==> config.mk <==
export PLATFORM = sky130hd
export DESIGN_NAME = gfm_fault_manager
export DESIGN_NICKNAME = d
export VERILOG_FILES = /design/src/gfm_pkg.sv /design/src/gfm_fault_manager.sv
export SDC_FILE = /design/constraint.sdc
export NUM_CORES = 1
export LEC_CHECK = 0
export BUFFER_PORTS_ARGS = -buffer_cell sky130_fd_sc_hd__clkbuf_2
export CORE_MARGIN = 2
export CORE_UTILIZATION = 45
export CTS_BUF_LIST = sky130_fd_sc_hd__clkbuf_16
export CTS_CLUSTER_SIZE = 14
export DETAILED_ROUTE_END_ITERATION = 7
export HOLD_SLACK_MARGIN = 0.06
export PLACE_DENSITY = 0.67
export SYNTH_ARGS = -nofsm -noshare
export SYNTH_HDL_FRONTEND = slang
export SYNTH_SLANG_ARGS = --single-unit
==> constraint.sdc <==
create_clock -name clk_i -period 2.7 [get_ports clk_i]
set_input_delay 0.405 -clock clk_i [delete_from_list [all_inputs] [get_ports clk_i]]
set_output_delay 0.405 -clock clk_i [all_outputs]
set_load 0.02 [all_outputs]
==> src/gfm_pkg.sv <==
// gfm_pkg: constants and carrier types of the fault manager;
// assumes a 200 MHz clock and 32-bit Wishbone.
// Operation
// RULE1 - supply undervoltage: gates Hi-Z, pump and logic off, fault low, flags set
// RULE2 - supply recovery automatic; supply flag sticks until a clear
// RULE3 - pump undervoltage: gates Hi-Z, fault low, flags set, logic runs
// RULE4 - pump recovery automatic; pump flag sticks until a clear
// RULE5 - pump undervoltage disable bit set: pump undervoltage ignored
// RULE6 - pin variant: pump protection always on
// RULE7 - drain-source event: enabled MOSFET over threshold past deglitch
// RULE8 - pin variant: 4 us deglitch, 4 ms retry, off with pin at rail
// RULE9 - serial variant: threshold, deglitch from fields; four response modes
// RULE10 - latched mode: shut gates, fault low, flags; resume after clear, cause gone
// RULE11 - latched or retry shutdown uses reduced gate current
// RULE12 - retry mode: shut gates, fault low, flags; resume after retry interval
// RULE13 - retry mode: overcurrent flags held for the whole retry interval
// RULE14 - report mode only pulls fault low; disabled mode does nothing
// RULE15 - shunt: same responses; ignored in mode 11b or when disabled
// RULE16 - gate stuck: Hi-Z, fault low, latched until clear; ignored when disabled
// RULE17 - thermal warning keeps gates on; optional report withdraws by itself
// RULE18 - thermal shutdown: gates Hi-Z, fault low, automatic recovery
// RULE19 - thermal shutdown flag sticks until a clear
// RULE20 - thermal warning flag clears by itself
// RULE21 - fault low when any monitor reports; Hi-Z on any shutdown fault
package gfm_pkg;

    // clock and timing
    localparam int CLK_MHZ       = 200;
    localparam int RETRY_TIME_US = 4000;                   // 4 ms retry interval
    localparam int RETRY_CYC     = RETRY_TIME_US * CLK_MHZ;
    localparam int DEG_BASE_NS   = 1000;                   // serial deglitch step, sel 0
    localparam int DEG_BASE_CYC  = (DEG_BASE_NS * CLK_MHZ + 999) / 1000;
    localparam int DEG_PIN_NS    = 4000;                   // fixed pin-variant deglitch
    localparam int DEG_PIN_CYC   = (DEG_PIN_NS * CLK_MHZ + 999) / 1000;
    localparam int DEG_W         = 12;
    localparam int RETRY_W       = 20;
    localparam int NUM_FET       = 6;
    localparam int NUM_OC        = NUM_FET + 1;            // six drain-source plus shunt

    // register byte offsets
    localparam logic [7:0] ADR_STATUS  = 8'h00;
    localparam logic [7:0] ADR_CONTROL = 8'h04;

    // control register fields
    localparam int CTL_CLEAR     = 0;
    localparam int CTL_MODE_LO   = 1;
    localparam int CTL_PUMP_DIS  = 3;
    localparam int CTL_SHUNT_DIS = 4;
    localparam int CTL_GATE_DIS  = 5;
    localparam int CTL_TW_REP    = 6;
    localparam int CTL_DEG_LO    = 8;
    localparam int CTL_VDS_LO    = 12;
    localparam int CTL_CUR_LO    = 16;
    localparam logic [31:0] CTL_WMASK = 32'h000FF37E;
    localparam logic [31:0] CTL_RESET = 32'h000F0200;      // latched, 4 us, full current

    // status register fields
    localparam int ST_FAULT   = 0;
    localparam int ST_SUPPLY  = 1;
    localparam int ST_PUMP    = 2;
    localparam int ST_VDS     = 3;
    localparam int ST_SHUNT   = 4;
    localparam int ST_GATE    = 5;
    localparam int ST_TWARN   = 6;
    localparam int ST_TSD     = 7;
    localparam int ST_PIN     = 8;
    localparam int ST_VDS_LO  = 16;
    localparam int ST_GATE_LO = 24;

    localparam logic [3:0] REDUCED_CURRENT = 4'h0;         // slow turn-off drive code

    typedef enum logic [1:0] {
        MODE_LATCH  = 2'h0,
        MODE_RETRY  = 2'h1,
        MODE_REPORT = 2'h2,
        MODE_OFF    = 2'h3
    } gfm_mode_e;

    typedef enum logic [1:0] {
        OC_IDLE   = 2'h0,
        OC_RETRY  = 2'h1,
        OC_LATCH  = 2'h3,
        OC_REPORT = 2'h2
    } gfm_oc_state_e;

    // asynchronous monitor and pin levels
    typedef struct packed {
        logic               supply_uv;
        logic               pump_uv;
        logic [NUM_FET-1:0] vds_over;
        logic               shunt_over;
        logic [NUM_FET-1:0] gate_stuck;
        logic               thermal_warn;
        logic               thermal_sd;
        logic               vds_pin_rail;
        logic               enable_rst;
        logic               fault_pin;
    } gfm_mon_s;

endpackage

==> src/gfm_fault_manager.sv <==
// gfm_fault_manager: fault supervision, gate and fault-pin response, Wishbone slave;
// monitors are asynchronous levels,
// mosfet_en_i comes from same-clock gate logic.
`timescale 1ns/10ps
`default_nettype none
module gfm_fault_manager #(
    parameter int RETRY_CYCLES = gfm_pkg::RETRY_CYC,
    parameter bit SERIAL_PORT  = 1'b1
) (
    input  wire logic                      clk_i,
    input  wire logic                      rst_i,
    // classic wishbone slave
    input  wire logic                      wb_cyc_i,
    input  wire logic                      wb_stb_i,
    input  wire logic                      wb_we_i,
    input  wire logic [7:0]                wb_adr_i,
    input  wire logic [3:0]                wb_sel_i,
    input  wire logic [31:0]               wb_dat_i,
    output logic      [31:0]               wb_dat_o,
    output logic                           wb_ack_o,
    // monitors and pins
    input  wire gfm_pkg::gfm_mon_s         mon_i,
    input  wire logic [gfm_pkg::NUM_FET-1:0] mosfet_en_i,
    input  wire logic                      fault_out_n_i,
    output logic                           fault_out_n_o,
    output logic                           fault_out_n_oe_o,
    // gate-driver controls
    output logic                           gate_hiz_o,
    output logic                           pump_disable_o,
    output logic                           logic_disable_o,
    output logic                           reduced_drive_o,
    output logic      [3:0]                gate_current_o,
    output logic      [3:0]                drain_source_threshold_sel_o
);
    import gfm_pkg::*;

    // two-flop synchroniser
    gfm_mon_s mon_meta_reg;
    gfm_mon_s mon_reg;
    logic     enable_rst_d_reg;

    always_ff @(posedge clk_i) begin
        if (rst_i) begin
            mon_meta_reg     <= '0;
            mon_reg          <= '0;
            enable_rst_d_reg <= 1'b0;
        end else begin
            mon_meta_reg     <= mon_i;
            mon_reg          <= mon_meta_reg;
            enable_rst_d_reg <= mon_reg.enable_rst;
        end
    end

    // wishbone request decode
    logic        ack_reg;
    logic [31:0] rdata_reg;
    logic [31:0] ctrl_reg;
    wire         wb_req     = wb_cyc_i & wb_stb_i;
    wire         hit_status = (wb_adr_i == ADR_STATUS);
    wire         hit_ctrl   = (wb_adr_i == ADR_CONTROL);
    wire         wr_commit  = wb_req & wb_we_i & ack_reg;   // at the edge the master sees ack
    wire [31:0]  sel_mask   = {{8{wb_sel_i[3]}}, {8{wb_sel_i[2]}},
                               {8{wb_sel_i[1]}}, {8{wb_sel_i[0]}}};
    wire [31:0]  wr_mask    = sel_mask & CTL_WMASK;
    wire [31:0]  ctrl_next  = (ctrl_reg & ~wr_mask) | (wb_dat_i & wr_mask);

    // clear: command bit or enable reset pulse edge
    wire clear_cmd  = wr_commit & hit_ctrl & wb_sel_i[0] & wb_dat_i[CTL_CLEAR];
    wire enable_rst = mon_reg.enable_rst & ~enable_rst_d_reg;
    wire fault_clear_cmd = clear_cmd | enable_rst;

    // configuration fields; the pin variant uses fixed values, except the gate current and the drain-source threshold select
    wire [1:0] mode_field    = ctrl_reg[CTL_MODE_LO +: 2];
    wire [1:0] deglitch_sel  = ctrl_reg[CTL_DEG_LO +: 2];
    wire [1:0] overcurrent_response_mode      = SERIAL_PORT ? mode_field : MODE_RETRY; // [RULE8] [RULE9]
    wire       pump_uv_disable = SERIAL_PORT & ctrl_reg[CTL_PUMP_DIS]; // [RULE6]
    wire       shunt_oc_disable = SERIAL_PORT & ctrl_reg[CTL_SHUNT_DIS];
    wire       gate_stuck_disable = SERIAL_PORT & ctrl_reg[CTL_GATE_DIS];
    wire       thermal_warning_report_en = SERIAL_PORT & ctrl_reg[CTL_TW_REP];
    wire [3:0] gate_current_setting = ctrl_reg[CTL_CUR_LO +: 4];
    wire [DEG_W-1:0] deg_serial = DEG_W'(DEG_BASE_CYC) << deglitch_sel;
    wire [DEG_W-1:0] deg_limit  = SERIAL_PORT ? deg_serial : DEG_W'(DEG_PIN_CYC); // [RULE8] [RULE9]

    // overcurrent sources gated by mode, disable bit, strap
    wire mode_off     = (overcurrent_response_mode == MODE_OFF); // [RULE14]
    wire vds_enable   = ~mode_off & (SERIAL_PORT | ~mon_reg.vds_pin_rail); // [RULE8]
    wire shunt_enable = ~mode_off & ~shunt_oc_disable; // [RULE15]

    // per-source condition; drain-source only for an enabled fet
    logic [NUM_OC-1:0] oc_cond;
    logic [NUM_OC-1:0] oc_hit;
    logic [DEG_W-1:0]  deg_cnt_reg [NUM_OC];

    assign oc_cond[NUM_FET-1:0] = mon_reg.vds_over & mosfet_en_i & {NUM_FET{vds_enable}}; // [RULE7]
    assign oc_cond[NUM_FET]     = mon_reg.shunt_over & shunt_enable; // [RULE15]

    // deglitch: event once the condition outlasts the limit
    for (genvar i = 0; i < NUM_OC; i++) begin : g_deg
        always_ff @(posedge clk_i) begin
            if (rst_i || !oc_cond[i]) begin
                deg_cnt_reg[i] <= '0;
            end else if (deg_cnt_reg[i] != deg_limit) begin
                deg_cnt_reg[i] <= deg_cnt_reg[i] + DEG_W'(1);
            end
        end
        assign oc_hit[i] = oc_cond[i] & (deg_cnt_reg[i] == deg_limit); // [RULE7]
    end

    wire oc_event   = |oc_hit;
    wire oc_present = |oc_cond;

    // overcurrent response state machine
    gfm_oc_state_e     oc_state_reg;
    gfm_oc_state_e     oc_state_next;
    logic [RETRY_W-1:0] retry_cnt_reg;
    wire retry_done = (retry_cnt_reg == RETRY_W'(RETRY_CYCLES - 1));

    always_comb begin
        oc_state_next = oc_state_reg;
        case (oc_state_reg)
            OC_IDLE: begin
                if (oc_event) begin
                    case (overcurrent_response_mode)
                        MODE_LATCH:  oc_state_next = OC_LATCH;  // [RULE10]
                        MODE_RETRY:  oc_state_next = OC_RETRY;  // [RULE12]
                        MODE_REPORT: oc_state_next = OC_REPORT; // [RULE14]
                        default:     oc_state_next = OC_IDLE;
                    endcase
                end
            end
            OC_LATCH, OC_REPORT: begin
                if (fault_clear_cmd && !oc_present) begin
                    oc_state_next = OC_IDLE; // [RULE10]
                end
            end
            OC_RETRY: begin
                if (retry_done) begin
                    oc_state_next = OC_IDLE; // [RULE12]
                end
            end
            default: oc_state_next = OC_IDLE;
        endcase
    end

    // state and retry interval counter
    always_ff @(posedge clk_i) begin
        if (rst_i) begin
            oc_state_reg  <= OC_IDLE;
            retry_cnt_reg <= '0;
        end else begin
            oc_state_reg  <= oc_state_next;
            retry_cnt_reg <= (oc_state_reg == OC_RETRY && !retry_done) ?
                             retry_cnt_reg + RETRY_W'(1) : '0;
        end
    end

    // oc flags clear at retry expiry, or on clear once the cause is gone
    wire oc_flag_clr = (oc_state_reg == OC_RETRY) ? retry_done : // [RULE13]
                       (fault_clear_cmd & ~oc_present);
    wire oc_shutdown = (oc_state_reg == OC_LATCH) | (oc_state_reg == OC_RETRY);

    // monitor conditions that stand at this moment
    wire supply_uv_active = mon_reg.supply_uv; // [RULE1]
    wire pump_uv_active   = mon_reg.pump_uv & ~pump_uv_disable; // [RULE3] [RULE5]
    wire [NUM_FET-1:0] gate_stuck_cond =
        mon_reg.gate_stuck & {NUM_FET{~gate_stuck_disable}}; // [RULE16]
    wire thermal_sd_active = mon_reg.thermal_sd; // [RULE18]

    // sticky flags, thermal warning follows its monitor; a set in the cycle of a clear wins
    logic               supply_undervolt_flag_reg;
    logic               pump_undervolt_flag_reg;
    logic [NUM_FET-1:0] drain_source_overcurrent_flag_reg;
    logic               shunt_overcurrent_flag_reg;
    logic [NUM_FET-1:0] gate_stuck_fault_reg;
    logic               thermal_shutdown_flag_reg;
    logic               thermal_warning_reg;
    wire                gate_clr = fault_clear_cmd & ~(|gate_stuck_cond);

    always_ff @(posedge clk_i) begin
        if (rst_i) begin
            supply_undervolt_flag_reg         <= 1'b0;
            pump_undervolt_flag_reg           <= 1'b0;
            drain_source_overcurrent_flag_reg <= '0;
            shunt_overcurrent_flag_reg        <= 1'b0;
            gate_stuck_fault_reg              <= '0;
            thermal_shutdown_flag_reg         <= 1'b0;
            thermal_warning_reg               <= 1'b0;
        end else begin
            supply_undervolt_flag_reg <= supply_uv_active |
                                         (supply_undervolt_flag_reg & ~fault_clear_cmd); // [RULE2]
            pump_undervolt_flag_reg   <= pump_uv_active |
                                         (pump_undervolt_flag_reg & ~fault_clear_cmd); // [RULE4]
            drain_source_overcurrent_flag_reg <= oc_hit[NUM_FET-1:0] |
                (drain_source_overcurrent_flag_reg & ~{NUM_FET{oc_flag_clr}}); // [RULE10] [RULE13]
            shunt_overcurrent_flag_reg <= oc_hit[NUM_FET] |
                                          (shunt_overcurrent_flag_reg & ~oc_flag_clr); // [RULE15]
            gate_stuck_fault_reg <= gate_stuck_cond |
                                    (gate_stuck_fault_reg & ~{NUM_FET{gate_clr}}); // [RULE16]
            thermal_shutdown_flag_reg <= thermal_sd_active |
                                         (thermal_shutdown_flag_reg & ~fault_clear_cmd); // [RULE19]
            thermal_warning_reg <= mon_reg.thermal_warn; // [RULE20]
        end
    end

    wire drain_source_any = |drain_source_overcurrent_flag_reg;
    wire gate_stuck_any   = |gate_stuck_fault_reg;
    wire global_fault = supply_undervolt_flag_reg | pump_undervolt_flag_reg |
                        drain_source_any | shunt_overcurrent_flag_reg |
                        gate_stuck_any | thermal_shutdown_flag_reg;

    // combined response: report on the pin, shut the gates
    wire tw_report = thermal_warning_reg & thermal_warning_report_en; // [RULE17]
    wire fault_report = supply_uv_active | pump_uv_active |
                        (oc_state_reg != OC_IDLE) | gate_stuck_any |
                        tw_report | thermal_sd_active; // [RULE21]
    wire hiz_demand = supply_uv_active | pump_uv_active | oc_shutdown |
                      gate_stuck_any | thermal_sd_active; // [RULE21] [RULE17]
    wire pump_off   = supply_uv_active | thermal_sd_active; // [RULE1]

    // registered pin and driver controls
    logic       fault_oe_reg;
    logic       hiz_reg;
    logic       pump_off_reg;
    logic       logic_off_reg;
    logic       reduced_reg;
    logic [3:0] current_reg;

    always_ff @(posedge clk_i) begin
        if (rst_i) begin
            fault_oe_reg  <= 1'b0;
            hiz_reg       <= 1'b1;
            pump_off_reg  <= 1'b0;
            logic_off_reg <= 1'b0;
            reduced_reg   <= 1'b0;
            current_reg   <= REDUCED_CURRENT;
        end else begin
            fault_oe_reg  <= fault_report; // [RULE21]
            hiz_reg       <= hiz_demand; // [RULE18]
            pump_off_reg  <= pump_off; // [RULE1]
            logic_off_reg <= supply_uv_active; // [RULE1]
            reduced_reg   <= oc_shutdown; // [RULE11]
            current_reg   <= oc_shutdown ? REDUCED_CURRENT : gate_current_setting; // [RULE11]
        end
    end

    assign fault_out_n_o    = 1'b0;    // open drain: only ever pulls low
    assign fault_out_n_oe_o = fault_oe_reg;
    assign gate_hiz_o       = hiz_reg;
    assign pump_disable_o   = pump_off_reg;
    assign logic_disable_o  = logic_off_reg;
    assign reduced_drive_o  = reduced_reg;
    assign gate_current_o   = current_reg;

    // status word assembly
    logic [31:0] status_word;
    always_comb begin
        status_word                              = '0;
        status_word[ST_FAULT]                    = global_fault;
        status_word[ST_SUPPLY]                   = supply_undervolt_flag_reg;
        status_word[ST_PUMP]                     = pump_undervolt_flag_reg;
        status_word[ST_VDS]                      = drain_source_any;
        status_word[ST_SHUNT]                    = shunt_overcurrent_flag_reg;
        status_word[ST_GATE]                     = gate_stuck_any;
        status_word[ST_TWARN]                    = thermal_warning_reg;
        status_word[ST_TSD]                      = thermal_shutdown_flag_reg;
        status_word[ST_PIN]                      = mon_reg.fault_pin;
        status_word[ST_VDS_LO +: NUM_FET]        = drain_source_overcurrent_flag_reg;
        status_word[ST_GATE_LO +: NUM_FET]       = gate_stuck_fault_reg;
    end

    wire [31:0] read_mux = hit_status ? status_word :
                           hit_ctrl   ? ctrl_reg    : 32'h00000000;

    // bus slave: ack one cycle after the request, drop it the next
    always_ff @(posedge clk_i) begin
        if (rst_i) begin
            ack_reg   <= 1'b0;
            rdata_reg <= '0;
            ctrl_reg  <= CTL_RESET;
        end else begin
            ack_reg   <= wb_req & ~ack_reg;
            rdata_reg <= (wb_req & ~ack_reg) ? read_mux : rdata_reg;
            if (wr_commit && hit_ctrl) begin
                ctrl_reg <= ctrl_next;
            end
        end
    end

    assign wb_ack_o = ack_reg;
    assign wb_dat_o = rdata_reg;
    assign drain_source_threshold_sel_o = ctrl_reg[CTL_VDS_LO +: 4]; // [RULE9]

    // pin level is read via mon_i.fault_pin instead
    wire unused_pin = fault_out_n_i;

endmodule
`default_nettype wire

==> results.sh <==
export IMPL_routedWlPerCell_um=15.48
export IMPL_clockBufferDepth=3
export IMPL_dpl_worst_slack_ps=60.29
export IMPL_boundaryPins=123
export IMPL_skew_ps=18.49
export IMPL_period_needed_ps=2538
export IMPL_num_antenna_cells=0
export IMPL_regArea_mm2=0.005125
export IMPL_ys_ff_latch=214
export IMPL_critical_path_required_ps=2970
export IMPL_ant_nets=0
export IMPL_cts_tree="yes"
export IMPL_portBuffers=97
export IMPL_drtIter0Drc=257
export IMPL_clock_latency_ps=530
export IMPL_antenna_found_initial=0
export IMPL_worstReg2RegEnd="deg_cnt_reg[0][10]$_SDFFCE_PN0P_"
export IMPL_leakagePower_nw=4.582
export IMPL_final_hold_viol_count=0
export IMPL_finalSetupViolations=0
export IMPL_status="complete, no violations"
export IMPL_ctsRootBufferMaster="clkbuf_16"
export IMPL_max_freq_ghz=0.3941
export IMPL_cts_max_level=1
export IMPL_fill_cells=1914
export IMPL_fin_ws_ps=162.3
export IMPL_holdPathEnd="mon_meta_reg[19]$_SDFF_PP0_"
export IMPL_num_rows=53
export IMPL_synth_mux_area_frac=0.01137
export IMPL_fin_util=0.5420
export IMPL_syn_area_mm2=0.009793
export IMPL_syn2layout_area_growth_pct=17.44
export IMPL_end_kind="flip-flop"
export IMPL_ys_types=54
export IMPL_overflow=0
export IMPL_rsz0062_at_grt="true"
export IMPL_vias_per_cell=5.123
export IMPL_critPathKind="flip-flop to flip-flop"
export IMPL_synth_avg_cell_area_um2=9.852
export IMPL_syn_inst=994
export IMPL_startpoint_type="flip-flop"
export IMPL_synth_area_leaders="dfxtp_1, edfxtp_1, nor2_1"
export IMPL_yosys_warnings=0
export IMPL_synth_fa_ha_area_frac=0.02427
export IMPL_synth_top_family_by_area="simple AND/OR/NAND/NOR gates"
export IMPL_postCtsSetupBuffers=0
export IMPL_synth_simple_area_share=0.2374
export IMPL_drive_above_1_share=0.1631
export IMPL_nNetsFinal=1205
export IMPL_cts_sink_count=214
export IMPL_die_w_um=151.5
export IMPL_core_area_mm2=0.02122
export IMPL_synth_edf_count=84
export IMPL_synth_most_common_cell="nor2_1"
export IMPL_power_density_mw_per_mm2=605.8
export IMPL_die_y_um=151.5
export IMPL_hold_class="input port to flip-flop"
export IMPL_worstHoldStart="mon_i[19]"
export IMPL_cp_data_arrival_time_ps=2810
export IMPL_drc=0
export IMPL_vias=7187
export IMPL_peakVddDrop_mv=0.4348
export IMPL_crit_fanout=12
export IMPL_tightest_slew_ps=714.2
export IMPL_synth_top_area_share=0.2657
export IMPL_grt_pass1_wl_um=35680
export IMPL_cts_buffers=24
export IMPL_async_flop_share=0
export IMPL_dr_pass1_iters=5
export IMPL_min_path_cells=2
export IMPL_routed_wl_um=21720
export IMPL_multi_input_area_mm2=0.004347
export IMPL_yosys_area_share_xor_xnor=0.1109
export IMPL_grt_max_degree=51
export IMPL_rr_worst_depth=9
export IMPL_fin_crit_sh=0.9399
export IMPL_ctsHoldBuffers=0
export IMPL_synth_top_area_cell="dfxtp_1"
export IMPL_maxCapViolations=0
export IMPL_p_total_mw=6.967
export IMPL_ys_top_cells_by_count="nor2_1, dfxtp_1, edfxtp_1, xor2_1, nand3_1"
export IMPL_finalMaxSlewViolations=0
export IMPL_place_congestion=0.8181
export IMPL_synth_flop_cell="dfxtp_1"
export IMPL_rrSetupSlack_ps=160
export IMPL_yosysSeqAreaShare=0.5233
export IMPL_maxSlewHeadroom=0.5213
export IMPL_path_clk_slew_ps=60
export IMPL_dieArea_mm2=0.02296
export IMPL_largest_register_ffs=84
export IMPL_initial_core_util=0.4615
export IMPL_post_dp_hpwl_um=15470
export IMPL_synth_compound_area_frac=0.05570
export IMPL_grt_usage=0.1952
export IMPL_grt_pass1_vias=6998
==> placed cells by master, fill, tap and decap left out, drive strengths merged, types with 2 or more instances in the layout <==
cell	count
nor2	165
dfxtp	130
clkbuf	121
edfxtp	84
xor2	70
nand3	68
nand2	67
xnor2	54
nor2b	46
inv	35
buf	34
and3	32
a22oi	25
a21oi	23
nor3	20
ha	19
nand4	14
clkinv	11
nand2b	9
mux2	9
nor4	9
nor3b	8
and2	8
and4	7
a22o	7
conb	7
and3b	5
a32oi	5
o21ai	4
o22ai	3
bufinv	3
or3b	3
nor4b	2
or2	2
a211o	2
or3	2
or4	2
a31oi	2
==> report_power, final <==
group,total (mW),internal (mW),switching [mW]
Clock,3.29,1.97,1.32
Combinational,0.257,0.104,0.153
Sequential,3.42,3.39,0.0308
Total,6.97,5.46,1.51
==> metrics by stage <==
step	area, um2	setup TNS, ps	hold slack, ps	instances
2_1_floorplan	9816	0	413.8	1000
3_3_place_gp	10670	0	418.3	1359
3_5_place_dp	10670	0	421.2	1359
4_1_cts	11490	0	62.15	1403
5_1_grt	11500	-40.69	72.96	1403
6_report	11500	0	75.69	1403
==> worst max path at each step <==
| stage | from | end | slack [ps] | cells after the start |
|---|---|---|---|---|
| after floorplan | flip-flop | deg_cnt_reg[2][0]$_SDFFCE_PN0P_ | 130 | 9 |
| after global placement | flip-flop | deg_cnt_reg[3][6]$_SDFFCE_PN0P_ | 170 | 7 |
| after detailed placement | flip-flop | deg_cnt_reg[2][0]$_SDFFCE_PN0P_ | 60 | 6 |
| after CTS | flip-flop | deg_cnt_reg[2][3]$_SDFFCE_PN0P_ | 30 | 6 |
| after global routing | flip-flop | deg_cnt_reg[3][3]$_SDFFCE_PN0P_ | -6 | 7 |
| final | flip-flop | deg_cnt_reg[0][10]$_SDFFCE_PN0P_ | 160 | 9 |
==> logic make-up after synthesis <==
| family | count (synthesis) |
|---|---|
| xor+xnor | 124 |
| flops | 214 |
| compound gates | 79 |
| fa+ha+maj | 19 |
| mux | 10 |
| buf+inv | 76 |
| simple gates | 471 |
| other cells | 1 |
==> layout make-up <==
type / count / area share
Timing Repair Buffer: 130 / 0.06614
Tap cell: 275 / 0.02992
Inverter: 30 / 0.009791
Multi-Input combinational cell: 710 / 0.3779
Sequential cell: 214 / 0.4456
Clock buffer: 25 / 0.05440
Clock inverter: 19 / 0.01621
==> routing by layer <==
| metal | vias up | part of all wire | global-route usage |
|---|---|---|---|
| met3 | 47 | 0.059 | 0.04132 |
| met2 | 157 | 0.46 | 0.3174 |
| met5 | - | 0 | 0 |
| met4 | 0 | 0.031 | 0.06343 |
| li1 | 3620 | - | - |
| met1 | 3363 | 0.45 | 0.2614 |
==> critical path, cell delays in order, from the launching register on <==
cell,delay (ps)
dfxtp_1,410
buf_4,160
ha_1,330
buf_4,210
xnor2_1,120
nand3_1,90
nor3_1,510
nand2b_1,180
buf_4,190
nor2_1,70
==> repair_timing <==
| item | 4_1_cts | 5_1_grt |
|---|---|---|
| gates resized for setup | 0 | 5 |
| setup endpoints to repair | 0 | 38 |
| hold endpoints to repair | 0 | 0 |
No activity file was read; power rests on OpenSTA's default activity.
